`src/design/bcs_pkg.sv`:
```
/*
 * constants for the bridge command/status bit bank: offsets, field positions, reset values
 * assumes a 12-bit configuration address and 32-bit dword configuration accesses
 */
`default_nettype none
package bcs_pkg;
   localparam int CFG_ADDR_W = 12;
   localparam int CFG_DATA_W = 32;
   localparam int CFG_BE_W = 4;
   localparam int REG_W = 16;
   // printed byte offsets
   localparam logic [CFG_ADDR_W-1:0] BRIDGE_COMMAND_OFS = 12'h004;
   localparam logic [CFG_ADDR_W-1:0] BRIDGE_STATUS_OFS = 12'h006;
   localparam logic [CFG_ADDR_W-1:0] DWORD_MASK = 12'hffc;
   // byte lanes of the dword at the command offset
   localparam int LANE_CMD_LO = 0;
   localparam int LANE_CMD_HI = 1;
   localparam int LANE_STS_LO = 2;
   localparam int LANE_STS_HI = 3;
   // command fields
   localparam int CMD_PERR_EN_BIT = 6;
   localparam int CMD_SERR_EN_BIT = 8;
   localparam int CMD_B2B_EN_BIT = 9;
   localparam int CMD_IRQ_DIS_BIT = 10;
   // status fields
   localparam int STS_IRQ_PEND_BIT = 3;
   localparam int STS_CAP_LIST_BIT = 4;
   localparam int STS_HIGH_SPEED_BIT = 5;
   localparam int STS_B2B_BIT = 7;
   localparam int STS_POISON_BIT = 8;
   localparam int STS_SEL_TIMING_LO = 9;
   localparam int STS_SEL_TIMING_HI = 10;
   localparam int STS_TA_SIG_BIT = 11;
   localparam int STS_TA_RX_BIT = 12;
   localparam int STS_MA_RX_BIT = 13;
   // reset values
   localparam logic RST_SERR_EN = 1'b0;
   localparam logic RST_PERR_EN = 1'b0;
   localparam logic RST_IRQ_DIS = 1'b0;
   localparam logic RST_POISON = 1'b0;
   localparam logic CAP_LIST_VALUE = 1'b1;
   localparam logic [REG_W-1:0] REG_ZERO = 16'h0000;
   localparam logic [CFG_DATA_W-1:0] DATA_ZERO = 32'h0000_0000;
endpackage
`default_nettype wire

```
`src/design/bcs_sticky_flag.sv`:
```
/*
 * write-one-to-clear sticky flags; a set in the clearing cycle wins
 * assumes set and clear are synchronous single-cycle qualifiers
 */
`default_nettype none
module bcs_sticky_flag #(
   parameter int WIDTH = 1
) (
   // clock and reset
   input wire logic clk,
   input wire logic rst_n,
   // control
   input wire logic [WIDTH-1:0] set,
   input wire logic [WIDTH-1:0] clr,
   // state
   output logic [WIDTH-1:0] flag_q
);
   logic [WIDTH-1:0] flag_d;

   genvar i;
   generate
      for (i = 0; i < WIDTH; i++) begin : g_bit
         assign flag_d[i] = set[i] | (flag_q[i] & ~clr[i]);
      end
   endgenerate

   always_ff @(posedge clk or negedge rst_n) begin
      if (!rst_n) begin
         flag_q <= '0;
      end else begin
         flag_q <= flag_d;
      end
   end
endmodule
`default_nettype wire

```
`src/design/bcs_bridge_regs.sv`:
```
/*
 * command bits 6 and 8-10 and status register of a bridge configuration header,
 * with error-message, legacy interrupt and poisoned-data logic
 * assumes a simple config request port; sources of events are in the core clock domain
 */
`default_nettype none
// Function
// RULE1 - report fatal/non-fatal errors when system error enable or device-control enable set
// RULE2 - back-to-back enable command bit reads zero, ignores writes
// RULE3 - read-write interrupt disable bit, reset zero, gates legacy interrupt messages
// RULE4 - interrupt pending status bit set while the device has an interrupt pending
// RULE5 - forwarded emulated interrupts from below never show in pending status
// RULE6 - downstream ports: pending follows hot-plug interrupt; upstream port reads zero
// RULE7 - capability list status bit hard-wired to one
// RULE8 - poisoned data flag set on poisoned primary TLP with parity enable; write one clears
// RULE9 - signalled target abort bit always reads zero
// RULE10 - received master abort bit read-only zero
// RULE11 - two-bit select timing field read-only zero
// RULE12 - received target abort bit read-only zero
// RULE13 - parity error response enable clear means poisoned flag never sets
// RULE14 - reserved bits read zero, ignore writes; writing zero to W1C flag changes nothing
module bcs_bridge_regs
   import bcs_pkg::*;
(
   // clock and reset
   input wire logic sys_clk,
   input wire logic rst_n,
   // configuration access
   input wire logic cfg_req,
   input wire logic cfg_we,
   input wire logic [bcs_pkg::CFG_ADDR_W-1:0] cfg_addr,
   input wire logic [bcs_pkg::CFG_BE_W-1:0] cfg_be,
   input wire logic [bcs_pkg::CFG_DATA_W-1:0] cfg_wdata,
   output logic cfg_ack,
   output logic [bcs_pkg::CFG_DATA_W-1:0] cfg_rdata,
   // port strap and event sources
   input wire logic port_is_upstream,
   input wire logic hotplug_irq,
   input wire logic poisoned_tlp_rx,
   input wire logic fatal_err_det,
   input wire logic nonfatal_err_det,
   input wire logic devctl_fatal_en,
   input wire logic devctl_nonfatal_en,
   // outputs to the port logic
   output logic err_fatal_msg,
   output logic err_nonfatal_msg,
   output logic intx_assert,
   output logic parity_error_response_enable,
   output logic system_error_report_enable,
   output logic legacy_irq_disable
);
   import bcs_pkg::*;

   logic rst_meta_q;
   logic rst_sync_n;
   logic strap_taken_q;
   logic upstream_q;
   logic legacy_irq_pending_q;
   logic poisoned_data_detected;
   logic hit;
   logic wr;
   logic poison_set;
   logic poison_clr;
   logic [REG_W-1:0] cmd_view;
   logic [REG_W-1:0] sts_view;

   function automatic logic lane_wr(input logic [CFG_BE_W-1:0] be, input int lane);
      return be[lane];
   endfunction

   // reset release through two flops
   always_ff @(posedge sys_clk or negedge rst_n) begin
      if (!rst_n) begin
         rst_meta_q <= 1'b0;
         rst_sync_n <= 1'b0;
      end else begin
         rst_meta_q <= 1'b1;
         rst_sync_n <= rst_meta_q;
      end
   end

   // access decode on the dword holding command and status
   assign hit = (cfg_addr & DWORD_MASK) == BRIDGE_COMMAND_OFS;
   assign wr = cfg_req & cfg_we & hit;

   // strap sampling window: one edge after reset release
   always_ff @(posedge sys_clk or negedge rst_sync_n) begin
      if (!rst_sync_n) begin
         strap_taken_q <= 1'b0;
      end else begin
         strap_taken_q <= 1'b1;
      end
   end

   // upstream until the strap is known, so pending stays low
   always_ff @(posedge sys_clk or negedge rst_sync_n) begin
      if (!rst_sync_n) begin
         upstream_q <= 1'b1;
      end else if (!strap_taken_q) begin
         upstream_q <= port_is_upstream;
      end
   end

   // parity response enable, lane 0; other bits of the lane ignore writes
   always_ff @(posedge sys_clk or negedge rst_sync_n) begin
      if (!rst_sync_n) begin
         parity_error_response_enable <= RST_PERR_EN;
      end else if (wr && lane_wr(cfg_be, LANE_CMD_LO)) begin
         parity_error_response_enable <= cfg_wdata[CMD_PERR_EN_BIT]; // RULE13
      end
   end

   // error report enable, lane 1
   always_ff @(posedge sys_clk or negedge rst_sync_n) begin
      if (!rst_sync_n) begin
         system_error_report_enable <= RST_SERR_EN;
      end else if (wr && lane_wr(cfg_be, LANE_CMD_HI)) begin
         system_error_report_enable <= cfg_wdata[CMD_SERR_EN_BIT]; // RULE1
      end
   end

   // interrupt disable, lane 1; back-to-back bit has no storage
   always_ff @(posedge sys_clk or negedge rst_sync_n) begin
      if (!rst_sync_n) begin
         legacy_irq_disable <= RST_IRQ_DIS; // RULE3
      end else if (wr && lane_wr(cfg_be, LANE_CMD_HI)) begin
         legacy_irq_disable <= cfg_wdata[CMD_IRQ_DIS_BIT]; // RULE3
      end
   end

   // poisoned data flag, gated by parity enable, cleared by writing one
   assign poison_set = poisoned_tlp_rx & parity_error_response_enable; // RULE8 RULE13
   assign poison_clr = wr & lane_wr(cfg_be, LANE_STS_HI)
      & cfg_wdata[REG_W + STS_POISON_BIT]; // RULE8 RULE14

   bcs_sticky_flag #(
      .WIDTH(1)
   ) u_poison (
      .clk(sys_clk),
      .rst_n(rst_sync_n),
      .set(poison_set),
      .clr(poison_clr),
      .flag_q(poisoned_data_detected)
   );

   // pending follows own hot-plug interrupt only, never forwarded ones
   always_ff @(posedge sys_clk or negedge rst_sync_n) begin
      if (!rst_sync_n) begin
         legacy_irq_pending_q <= 1'b0;
      end else begin
         legacy_irq_pending_q <= hotplug_irq & ~upstream_q & strap_taken_q; // RULE4 RULE5 RULE6
      end
   end

   // interrupt message request, masked by the disable bit
   always_ff @(posedge sys_clk or negedge rst_sync_n) begin
      if (!rst_sync_n) begin
         intx_assert <= 1'b0;
      end else begin
         intx_assert <= legacy_irq_pending_q & ~legacy_irq_disable; // RULE3
      end
   end

   // fatal message when either enable path is on
   always_ff @(posedge sys_clk or negedge rst_sync_n) begin
      if (!rst_sync_n) begin
         err_fatal_msg <= 1'b0;
      end else begin
         err_fatal_msg <= fatal_err_det & (system_error_report_enable | devctl_fatal_en); // RULE1
      end
   end

   // non-fatal message likewise
   always_ff @(posedge sys_clk or negedge rst_sync_n) begin
      if (!rst_sync_n) begin
         err_nonfatal_msg <= 1'b0;
      end else begin
         err_nonfatal_msg <= nonfatal_err_det & (system_error_report_enable | devctl_nonfatal_en); // RULE1
      end
   end

   // read views; unlisted bits stay zero
   always_comb begin
      cmd_view = REG_ZERO;
      cmd_view[CMD_PERR_EN_BIT] = parity_error_response_enable;
      cmd_view[CMD_SERR_EN_BIT] = system_error_report_enable;
      cmd_view[CMD_B2B_EN_BIT] = 1'b0; // RULE2
      cmd_view[CMD_IRQ_DIS_BIT] = legacy_irq_disable;
      sts_view = REG_ZERO; // RULE14
      sts_view[STS_IRQ_PEND_BIT] = legacy_irq_pending_q; // RULE4
      sts_view[STS_CAP_LIST_BIT] = CAP_LIST_VALUE; // RULE7
      sts_view[STS_HIGH_SPEED_BIT] = 1'b0;
      sts_view[STS_B2B_BIT] = 1'b0;
      sts_view[STS_POISON_BIT] = poisoned_data_detected; // RULE8
      sts_view[STS_SEL_TIMING_HI:STS_SEL_TIMING_LO] = 2'b00; // RULE11
      sts_view[STS_TA_SIG_BIT] = 1'b0; // RULE9
      sts_view[STS_TA_RX_BIT] = 1'b0; // RULE12
      sts_view[STS_MA_RX_BIT] = 1'b0; // RULE10
   end

   // one-cycle answer to every request; unmapped reads give zero
   always_ff @(posedge sys_clk or negedge rst_sync_n) begin
      if (!rst_sync_n) begin
         cfg_ack <= 1'b0;
      end else begin
         cfg_ack <= cfg_req;
      end
   end

   // read data holds until the next request
   always_ff @(posedge sys_clk or negedge rst_sync_n) begin
      if (!rst_sync_n) begin
         cfg_rdata <= DATA_ZERO;
      end else begin
         if (cfg_req && !cfg_we && hit) begin
            cfg_rdata <= {sts_view, cmd_view};
         end else if (cfg_req) begin
            cfg_rdata <= DATA_ZERO;
         end
      end
   end
endmodule
`default_nettype wire

```
`config.mk`:
```
export PLATFORM = sky130hd
export DESIGN_NAME = bcs_bridge_regs
export DESIGN_NICKNAME = d
export VERILOG_FILES = /design/src/design/bcs_pkg.sv /design/src/design/bcs_sticky_flag.sv /design/src/design/bcs_bridge_regs.sv
export SDC_FILE = /design/constraint.sdc
export NUM_CORES = 1
export LEC_CHECK = 0
export ABC_AREA = 1
export BUFFER_PORTS_ARGS = -buffer_cell sky130_fd_sc_hd__buf_4
export CAP_MARGIN = 40
export CORE_MARGIN = 1
export CORE_UTILIZATION = 33
export CTS_CLUSTER_DIAMETER = 100
export CTS_CLUSTER_SIZE = 10
export DETAILED_ROUTE_END_ITERATION = 8
export GPL_TIMING_DRIVEN = 0
export PLACE_DENSITY = 0.76
export SYNTH_ARGS = -nofsm -noshare
export SYNTH_HDL_FRONTEND = slang
export SYNTH_SLANG_ARGS = --single-unit
```
`constraint.sdc`:
```
create_clock -name sys_clk -period 0.8 [get_ports sys_clk]
set_input_delay 0 -clock sys_clk [delete_from_list [all_inputs] [get_ports sys_clk]]
set_output_delay 0 -clock sys_clk [all_outputs]
set_load 0.02 [all_outputs]
```
# [Yosys cells after proc, flatten, opt, wreduce, memory -nomap -nowiden]
# Index checks and enable logic that the tools add are counted.
# Widths: inputs -> output; s select.
[op_classes] eq_ne=1 n_mux=2 bitwise_logic=17 n_reduce_logical=6
[op_table] cell="$mux 32" n=2
[op_table] cell="$and 1x1->1" n=11
[op_table] cell="$eq 10x1->1 const B" n=1
[op_table] cell="$logic_and 1x1->1" n=4
[op_table] cell="$not 1->1" n=3
[op_table] cell="$or 1x1->1" n=3
[op_table] cell="$reduce_bool 2->1" n=1
[op_table] cell="$logic_not 1->1" n=1
[totals] ff_bits=45 in_bits=59 out_inout_bits=39 elab_cells=40

# [Depth between registers and ports, before layout]
# Gate-level depths: netlist of run 1.
[depth] word_depth=7 depth_mapped=7

# [Hierarchy]
# From an unflattened synthesis of run 1, not the netlist that was laid out.
[unflattened] cells_unflattened=124 area_unflattened_um2=1082.3
[modules_own_cells] module="bcs_bridge_regs" n_inst=1 cells_per_inst=119 area_each_um2=1042.2 seq_area_each_um2=451.7
[modules_own_cells] module="bcs_sticky_flag" n_inst=1 cells_per_inst=5 area_each_um2=40.0 seq_area_each_um2=25.0

# [Least setup slack after synthesis of run 1]
# No wires, ideal clock.
[synth_path] path_kind="register -> register" start="reg system_error_report_enable" end="reg err_fatal_msg" arrival_time_ns=0.663 required_ns=0.681 setup_slack_ns=0.018 path_stages_with_launch=2 path_buffers=0 period_less_slack_ns=0.782 path_cell_list="dfrtp_1 -> o21a_1"
[synth_via] elab_chain_cells=2
[synth_rtl] item="from (decl)" line_no="bcs_bridge_regs.sv:49" text="output logic system_error_report_enable,"
[synth_rtl] item="from (signal assigned)" line_no="bcs_bridge_regs.sv:118" text="system_error_report_enable <= cfg_wdata[CMD_SERR_EN_BIT];"
[synth_rtl] item="$or 1x1->1" line_no="bcs_bridge_regs.sv:169" text="err_fatal_msg <= fatal_err_det & (system_error_report_enable | devctl_fatal_en);"
[synth_rtl] item="$and 1x1->1" line_no="bcs_bridge_regs.sv:169"
[synth_rtl] item="to (signal assigned)" line_no="bcs_bridge_regs.sv:169"
[synth_rtl] item="to (decl)" line_no="bcs_bridge_regs.sv:45" text="output logic err_fatal_msg,"
# Every way passes these cells.
# A chain may end at the register's enable or synchronous reset.

# [Worst setup path after layout of run 1]
[layout_path] start="reg system_error_report_enable" end="reg err_nonfatal_msg"
[layout_via] elab_chain_cells=2
[layout_rtl] item="$or 1x1->1" line_no="bcs_bridge_regs.sv:178" text="err_nonfatal_msg <= nonfatal_err_det & (system_error_report_enable | devctl_nonfatal_en);"
[layout_rtl] item="$and 1x1->1" line_no="bcs_bridge_regs.sv:178"
[layout_rtl] item="to (signal assigned)" line_no="bcs_bridge_regs.sv:178"
[layout_rtl] item="to (decl)" line_no="bcs_bridge_regs.sv:46" text="output logic err_nonfatal_msg,"
# Every way passes these cells.

==> metrics.md, run 1 <==
| Metric | Value |
|---|---|
| Final setup viols | `15` |
| Syn Area/Cell | `8.99 sq um` |
| Net total in the final layout | `276` |
| Tmin final | `864 ps` |
| Peak supply drop | `0.000821 V` |
| Final hold violations | `0` |
| Die X-Extent | `59.2 microns` |
| Worst setup margin | `-64.2 ps` |
| Failing checks | `setup timing` |
| Starting DRT DRC Count | `21` |
| Run status | `complete, but fails checks` |
| Layout cells sized above 1 | `0.468` |
| Met1 usage in global routing | `0.139` |
| Maxcap violations | `0` |
| Chip Height | `59.2 microns` |
| Pre-antenna DRT Iters | `4` |
| N_diodes | `0` |
| Reg clk slew, reported paths | `100 ps` |
| Drt wl/cell | `8.39 microns` |
| FP Rows | `20` |
| Clock Skews | `1.81 ps` |
| Worst hold path class | `in -> reg` |
| GRT overflow | `0` |
| WHS | `22.9 ps` |
| Syn Inst Count | `120` |
| R2R setup slack | `-60 ps` |
| Final Cycle Share | `1.08` |
| Leak | `1.04 nW` |
| CP Data Arrival Time | `1060 ps` |
| Worst slack at placement | `-76.2 ps` |
| Synth unique cells | `21` |
| Post-route insts no fill | `260` |
| Worst-case clock buffer depth | `2` |
| Seq cells post-synth | `19` |
| Post-DRT Antenna Nets | `0` |
| Gpl congestion | `0.636` |
| Post-synthesis sequential area ratio | `0.442` |
| CP Class | `reg -> reg` |
| Die Area | `0.00350 sq mm` |
| Worst setup SP type | `flop` |
| Largest net degree at the start of global routing | `18` |
| Max Clk Rate | `1160 MHz` |
| Vias | `936` |
| First-pass GRT wire length | `3610 microns` |
| Total power | `2.00 mW` |
| GR Util met3 | `0.0371` |
| Setup crit end kind | `flop` |
| Slew Viols, Final | `0` |
| Overall routed net length | `2180 microns` |
| Post-placement cell area | `0.00153 sq mm` |
| I/O pin cnt | `98` |
| Mapped cell area | `0.00108 sq mm` |
| Total clock sinks | `19` |
| Required time of the critical path | `990 ps` |
| CTS Root Cell | `clkbuf_4` |
| Cell Count Post-Placement | `230` |
| Initial core utilization | `0.350` |
| Number of buffers added on ports | `40` |
| Core ar. | `0.00308 sq mm` |
| Total Routing Usage GR | `0.139` |
| Global routing's busiest layer | `met2` |
| H-tree levels | `1` |
| DRC errors left | `0` |
| Vias per cell | `3.60` |
| RSZ-0062 raised after global routing | `yes` |
| Post-route cell area | `0.00185 sq mm` |
| Post-DP HPWL | `1620 microns` |
| Syn-to-layout area delta | `71.5%` |
| Max FO, Critical Path | `4` |
| Met2 Use GR | `0.281` |
| Initial antenna violation count | `0` |
| Power density cells | `1080 mW/mm^2` |
| CTS tree | `done` |
| CTS Buf Count | `3` |
| Clock latency on the worst-skew pair | `290 ps` |
| Number of global-route vias before repair | `931` |
| Syn. warnings | `0` |
power by group:
part | leakage [nW] | internal (mW) | switching, mW | total, mW
Clock | 0.0177 | 0.186 | 0.284 | 0.470
Combinational | 0.776 | 0.275 | 0.241 | 0.516
Sequential | 0.243 | 0.990 | 0.0257 | 1.02
Total | 1.04 | 1.45 | 0.550 | 2.00
critical path, cell delays in order (launching register included):
cell and delay, ps:
dfrtp_1 420, buf_4 160, o21a_1 180
layer usage:
metal | up-vias | share of wire | wire [microns]
met5 | - | 0 | 0
met4 | 0 | 0.0078 | 17
met3 | 2 | 0.064 | 140
met2 | 38 | 0.56 | 1210
met1 | 396 | 0.37 | 809
li1 | 500 | - | -
stage by stage:
stage | TNS, ps | utilization
6_report | -476 | 0.601
4_1_cts | -700 | 0.596
2_1_floorplan | 0 | -
3_5_place_dp | -412 | 0.498
5_1_grt | -1080 | 0.601
3_3_place_gp | -139 | 0.498
what timing repair did:
item / 4_1_cts / 5_1_grt
endpoints found under the setup margin: 13 / 34
buffers inserted: 6 / 2
hold buffers: 18 / 0
endpoints found under the hold margin: 16 / 0
resized for setup: 13 / 2
cell type report:
cell class / count / area, sq um
clock buffer: 3 / 22.5
multi-input combinational: 81 / 429
tap: 44 / 55.1
fill: 271 / 1230
inverter: 20 / 75.1
sequential: 19 / 478
buffer: 26 / 195
clock inverter: 1 / 5.00
timing repair buffer: 66 / 589
sequential cells by signal, summed over array words and instances (netlist names):
| register | flops |
|---|---|
| cfg_rdata | 6 |
| cfg_ack | 1 |
| err_fatal_msg | 1 |
| err_nonfatal_msg | 1 |
| intx_assert | 1 |
| legacy_irq_disable | 1 |
| legacy_irq_pending_q | 1 |
| parity_error_response_enable | 1 |
| rst_meta_q | 1 |
| rst_sync_n | 1 |
| strap_taken_q | 1 |
| system_error_report_enable | 1 |
| u_poison.flag_q | 1 |
| upstream_q | 1 |
synth_stat cells:
library cell  number  area share
buf_4             26        0.18
conb_1             2      0.0070
dfrtp_1           18        0.42
dfstp_2            1       0.024
inv_1             16       0.056
inv_2              4       0.014
mux2_2             1       0.010
nand2_1           21       0.073
nand2_2            3       0.017
nand3_2            1      0.0093
nand3_4            1       0.016
nand4_1            2       0.012
nand4_4            1       0.020
nor2_1             9       0.031
nor2_2             2       0.012
nor2_4             1       0.010
nor2_8             1       0.019
o21a_1             2       0.014
o21ai_1            2      0.0093
o21ai_2            5       0.041
o21bai_1           1      0.0070
cell usage in the layout, fill, tap and decap left out:
master | synthesis | routed
nand4_1 | 2 | 2
nor2_2 | 2 | 2
o21a_1 | 2 | 2
dfrtp_2 | 0 | 1
conb_1 | 2 | 28
nor2_1 | 9 | 9
o21ai_2 | 5 | 5
clkbuf_4 | 0 | 3
o21ai_1 | 2 | 2
nand2_1 | 21 | 21
nand3_2 | 1 | 1
dfstp_2 | 1 | 1
nor2_8 | 1 | 1
inv_2 | 4 | 5
nor2_4 | 1 | 1
clkinv_2 | 0 | 1
buf_4 | 26 | 61
mux2_2 | 1 | 1
nand2_2 | 3 | 3
o21bai_1 | 1 | 1
buf_6 | 0 | 13
dlygate4sd3_1 | 0 | 18
inv_1 | 16 | 15
nand4_4 | 1 | 1
dfrtp_1 | 18 | 17
nand3_4 | 1 | 1
cells by family after synthesis:
group | after synthesis | synth area share
compound gates | 10 | 0.0708
buf+inv | 46 | 0.251
flops | 19 | 0.442
mux | 1 | 0.0104
other cells | 2 | 0.00696
simple gates | 42 | 0.219
path summary, 6_finish.rpt:
kind | cells after the start | from | end
setup / recovery | 2 | system_error_report_enable | err_nonfatal_msg
hold / removal | 4 | cfg_wdata[24] | u_poison.flag_q
setup reg to reg | 2 | system_error_report_enable | err_nonfatal_msg
hold reg to reg | 0 | rst_sync_n | strap_taken_q
max in group asynchronous | 3 | rst_n | rst_sync_n
min in group asynchronous | 0 | rst_sync_n | strap_taken_q
(Power assumes the default switching activity.)
==> run 2, diff against run 1 <==
--- a/config.mk
+++ b/config.mk
@@ -8,13 +8,14 @@
 export ABC_AREA = 1
 export BUFFER_PORTS_ARGS = -buffer_cell sky130_fd_sc_hd__buf_4
 export CAP_MARGIN = 40
-export CORE_MARGIN = 1
-export CORE_UTILIZATION = 33
-export CTS_CLUSTER_DIAMETER = 100
+export CELL_PAD_IN_SITES_DETAIL_PLACEMENT = 0
+export CELL_PAD_IN_SITES_GLOBAL_PLACEMENT = 2
+export CORE_MARGIN = 2
+export CORE_UTILIZATION = 16
 export CTS_CLUSTER_SIZE = 10
 export DETAILED_ROUTE_END_ITERATION = 8
 export GPL_TIMING_DRIVEN = 0
-export PLACE_DENSITY = 0.76
+export PLACE_DENSITY = 0.75
 export SYNTH_ARGS = -nofsm -noshare
 export SYNTH_HDL_FRONTEND = slang
 export SYNTH_SLANG_ARGS = --single-unit
==> metrics.md, run 2 (synthesized netlist as in run 1, its figures left out) <==
| Metric | Value |
|---|---|
| Run status | `complete, but fails checks` |
| Failing checks | `setup timing` |
| Setup crit end kind | `output port` |
| CTS tree | `done` |
| Tmin final | `834 ps` |
| Post-DRT Antenna Nets | `0` |
| Final hold violations | `0` |
| Number of buffer and inverter stages on the critical path | `1` |
| Clock latency on the worst-skew pair | `250 ps` |
| Sw Share | `0.267` |
| Gpl congestion | `0.643` |
| Max Clk Rate | `1200 MHz` |
| Critical Path, Cell by Cell | `buf_6` |
| N_diodes | `0` |
| Power density cells | `1180 mW/mm^2` |
| Commonest non-fill, non-tap cell in the layout | `buf_4` |
| Required time of the critical path | `800 ps` |
| CP Class | `reg -> out` |
| Total clock sinks | `19` |
| Final Cycle Share | `1.04` |
| Internal Power | `1.60 mW` |
| CP Data Arrival Time | `830 ps` |
| Total power | `2.18 mW` |
| Final core utilization | `0.288` |
| Worst hold path class | `in -> reg` |
| Syn-to-layout area delta | `71.5%` |
| GRT overflow | `0` |
| Worst setup margin | `-34.3 ps` |
| Final setup viols | `2` |
| Initial antenna violation count | `0` |
| Pre-antenna DRT Iters | `3` |
| Clock Skews | `1.01 ps` |
| FILL cells | `681` |
| DRC errors left | `0` |
| Worst-case clock buffer depth | `2` |
| FP Rows | `29` |
| Max FO, Critical Path | `4` |
| Clock share of power | `0.305` |
| RSZ-0062 raised after global routing | `yes` |
| First-pass GRT wire length | `3540 microns` |
| CTS Buf Count | `3` |
| Overall routed net length | `2340 microns` |
| CP max stage cell | `dfrtp_2` |
| Most frequent cells in the layout | `buf_4 (58), conb_1 (28), nand2_1 (21)` |
| Leak | `1.01 nW` |
| Worst setup SP type | `flop` |
| Die Area | `0.00741 sq mm` |
| Worst slack at placement | `-85.5 ps` |
| Number of buffers added on ports | `40` |
| Slowest stage delay, CP | `440 ps` |
| Slew Viols, Final | `0` |
| Post-DP HPWL | `1810 microns` |
| Starting DRT DRC Count | `11` |
| WHS | `49.3 ps` |
| Vias | `927` |
| Seq pwr share | `0.467` |
| Maxcap violations | `0` |
| Total Routing Usage GR | `0.0628` |
| Die X-Extent | `86.1 microns` |
| Initial core utilization | `0.168` |
| Number of global-route vias before repair | `809` |
| Core ar. | `0.00642 sq mm` |
| H-tree levels | `1` |
| Max reg flops | `6` |
| Comb pwr share | `0.228` |
| Peak supply drop | `0.000599 V` |
| Psw | `0.582 mW` |
| Largest net degree at the start of global routing | `18` |
| I/O pin cnt | `98` |
| Drt wl/cell | `8.17 microns` |
| Crit path max-delay family | `flip-flops` |
| Reg clk slew, reported paths | `70 ps` |
| Vias per cell | `3.24` |
| Layout cells sized above 1 | `0.474` |
| Biggest register | `cfg_rdata` |
| Chip Height | `86.1 microns` |
| Net total in the final layout | `269` |
| CTS Root Cell | `clkbuf_8` |
-- run 2: cell count changes in the layout (fill, tap and decap cells not counted) --
| cell | change |
|---|---|
| buf_4 | -3 |
| inv_1 | +1 |
| clkbuf_4 | -3 |
| clkbuf_8 | +3 |
| buf_6 | +1 |
| dlygate4sd3_1 | -5 |
| inv_2 | -1 |
| dfrtp_1 | -1 |
| dfrtp_2 | +1 |
-- run 2: worst register-to-register path, delay by kind of cell, from the launching register on --
family,cells,cell delay [ps]
flops,1,440
buf+inv,2,210
compound gates,1,50
-- run 2: worst paths after layout --
kind / startpoint / end / slack (ps) / cells after the start
max: system_error_report_enable / system_error_report_enable / -30 / 1
min: cfg_be[3] / u_poison.flag_q / 50 / 4
max in group asynchronous: rst_sync_n / upstream_q / 280 / 0
min in group asynchronous: rst_n / rst_meta_q / 60 / 2
min reg2reg: rst_sync_n / err_fatal_msg / 200 / 0
max reg2reg: system_error_report_enable / cfg_rdata[8] / 0 / 3
-- run 2: metal layers --
layer,vias up,share of wire,GRT usage
li1,480,-,-
met1,406,0.41,0.0726
met2,39,0.48,0.105
met3,2,0.10,0.0308
met4,0,0.0039,0.0130
met5,-,0,0
-- run 2: power groups by stage --
stage	logic (mW)	clock network [mW]	registers, mW
6_report	0.497	0.664	1.02
5_1_grt	0.537	0.753	1.02
4_1_cts	0.488	0.707	1.02
3_5_place_dp	0.435	0	1.04
3_3_place_gp	0.434	0	1.04
2_1_floorplan	0.278	0	1.04
-- run 2: final cells by class --
type | count | area (sq um) | share of cell area
multi-input combinational | 81 | 429 | 0.232
clock inverter | 1 | 5.00 | 0.00271
clock buffer | 3 | 41.3 | 0.0223
inverter | 20 | 75.1 | 0.0406
sequential | 19 | 479 | 0.259
buffer | 26 | 195 | 0.106
timing repair buffer | 59 | 528 | 0.286
tap | 77 | 96.3 | 0.0521
-- run 2: timing repair --
item,in CTS,in global routing
resized for setup,7,9
buffers inserted,6,0
endpoints found under the setup margin,25,16
endpoints found under the hold margin,11,0
hold buffers,13,0
-- run 2: metrics by stage --
stage	instance area (sq um)	instances	TNS, ps
floorplan	1180	146	0
global placement	1570	263	-744
detailed placement	1570	263	-1130
CTS	1820	286	-108
global route	1850	286	-280
finish	1850	286	-36.0
==> run 3, diff against run 2 <==
--- a/config.mk
+++ b/config.mk
@@ -11,11 +11,12 @@
 export CELL_PAD_IN_SITES_DETAIL_PLACEMENT = 0
 export CELL_PAD_IN_SITES_GLOBAL_PLACEMENT = 2
 export CORE_MARGIN = 2
-export CORE_UTILIZATION = 16
+export CORE_UTILIZATION = 17
+export CTS_BUF_LIST = sky130_fd_sc_hd__clkbuf_4 sky130_fd_sc_hd__clkbuf_8
 export CTS_CLUSTER_SIZE = 10
 export DETAILED_ROUTE_END_ITERATION = 8
 export GPL_TIMING_DRIVEN = 0
-export PLACE_DENSITY = 0.75
+export PLACE_DENSITY = 0.79
 export SYNTH_ARGS = -nofsm -noshare
 export SYNTH_HDL_FRONTEND = slang
 export SYNTH_SLANG_ARGS = --single-unit
==> metrics.md, run 3 (synthesized netlist as in run 1, its figures left out) <==
| Metric | Value |
|---|---|
| Initial antenna violation count | `0` |
| Peak supply drop | `0.000544 V` |
| Die Area | `0.00700 sq mm` |
| Most frequent cells in the layout | `buf_4 (57), conb_1 (28), nand2_1 (21)` |
| First-pass GRT wire length | `4070 microns` |
| Maxcap violations | `0` |
| Vias | `915` |
| Final Cycle Share | `1.04` |
| Clock Skews | `0.536 ps` |
| CP max stage cell | `dfrtp_2` |
| WHS | `42.0 ps` |
| N_diodes | `0` |
| Number of buffers added on ports | `40` |
| Run status | `complete, but fails checks` |
| Post-placement cell area | `0.00157 sq mm` |
| Worst setup margin | `-35.1 ps` |
| Critical Path, Cell by Cell | `buf_6` |
| Max FO, Critical Path | `4` |
| Syn-to-layout area delta | `70.8%` |
| Met3 wire length | `243 microns` |
| DRC errors left | `0` |
| Layout cells sized above 1 | `0.476` |
| Max reg flops | `6` |
| Post-DP HPWL | `1820 microns` |
| Worst setup SP type | `flop` |
| Biggest register | `cfg_rdata` |
| CTS Root Cell | `clkbuf_8` |
| CP Class | `reg -> out` |
| Failing checks | `setup timing` |
| Setup crit end kind | `output port` |
| Clock latency on the worst-skew pair | `250 ps` |
| Slowest stage delay, CP | `440 ps` |
| WL met2 | `1130 microns` |
| Die X-Extent | `83.7 microns` |
| Final hold violations | `0` |
| Largest net degree at the start of global routing | `18` |
| FP Rows | `29` |
| CTS tree | `done` |
| R2R setup slack | `0 ps` |
| Drt wl/cell | `8.31 microns` |
| Total clock sinks | `19` |
| Register area | `479 sq um` |
| Number of global-route vias before repair | `922` |
| H-tree levels | `1` |
| Reg clk slew, reported paths | `70 ps` |
| Starting DRT DRC Count | `26` |
| Worst-case clock buffer depth | `2` |
| RSZ-0062 raised after global routing | `yes` |
| Worst slack at placement | `-85.3 ps` |
| Pre-antenna DRT Iters | `2` |
| Required time of the critical path | `800 ps` |
| Total Routing Usage GR | `0.0724` |
| Crit path max-delay family | `flip-flops` |
| Leak | `1.00 nW` |
| CP Data Arrival Time | `840 ps` |
| Max Clk Rate | `1200 MHz` |
| Post-route cell area | `0.00184 sq mm` |
| Post-DRT Antenna Nets | `0` |
| Initial core utilization | `0.173` |
| Chip Height | `83.7 microns` |
| Vias per cell | `3.21` |
| Wire length on met1 | `980 microns` |
| Net total in the final layout | `268` |
| Tmin final | `835 ps` |
| I/O pin cnt | `98` |
| Gpl congestion | `0.655` |
| Overall routed net length | `2370 microns` |
| GRT overflow | `0` |
| Max layer used | `met4` |
| Commonest non-fill, non-tap cell in the layout | `buf_4` |
| Number of buffer and inverter stages on the critical path | `1` |
| FILL cells | `691` |
| Slew Viols, Final | `0` |
| Multi-input logic area | `429 sq um` |
| Final setup viols | `1` |
| CTS Buf Count | `3` |
| Worst hold path class | `in -> reg` |
| Power density cells | `1180 mW/mm^2` |
| Core ar. | `0.00624 sq mm` |
==> run 3: changes by cell type in the layout (fill, tap and decap cells not counted), sizes merged <==
| cell | before | now |
|---|---|---|
| buf | 72 | 71 |
==> run 3: cell type report <==
cell class	instances	area share
plain buffers	26	0.106
inverters	20	0.0408
clock buffers	3	0.0224
clock inverters	1	0.00272
flip-flops and latches	19	0.260
well taps	77	0.0523
repair buffers	58	0.283
multi-input cells	81	0.233
==> run 3: through the flow <==
step           instances  power [mW]  TNS [ps]  utilization
2_1_floorplan        146        1.32         0            -
3_3_place_gp         263        1.47      -824        0.252
3_5_place_dp         263        1.47     -1010        0.252
4_1_cts              284        2.21     -80.3        0.291
5_1_grt              285        2.32      -339        0.295
6_report             285        2.18     -35.1        0.295
==> run 3: routing by layer <==
layer / track usage / vias up
li1: - / 480
met4: 0.0176 / 0
met2: 0.123 / 40
met1: 0.0827 / 393
met3: 0.0336 / 2
met5: 0 / -
==> run 3: report_power, final <==
part | total [mW] | switching (mW) | leakage (nW) | internal (mW)
clock | 0.668 | 0.322 | 0.0255 | 0.346
sequential | 1.02 | 0.0271 | 0.242 | 0.990
combinational | 0.497 | 0.237 | 0.736 | 0.259
total | 2.18 | 0.586 | 1.00 | 1.60
==> run 3: what timing repair did <==
action                                 CTS  global route
buffers inserted                         4             1
gates resized for setup                 11             6
hold buffers                            13             0
setup endpoints to repair               25            16
endpoints found under the hold margin   11             0
==> run 3: final timing paths <==
| check | startpoint | endpoint | cells after the start |
|---|---|---|---|
| max | system_error_report_enable | system_error_report_enable | 1 |
| min | cfg_req | cfg_rdata[20] | 4 |
| max reg2reg | system_error_report_enable | system_error_report_enable | 3 |
| min reg2reg | rst_sync_n | strap_taken_q | 0 |
| max in group asynchronous | rst_sync_n | upstream_q | 0 |
| min in group asynchronous | rst_n | rst_sync_n | 2 |
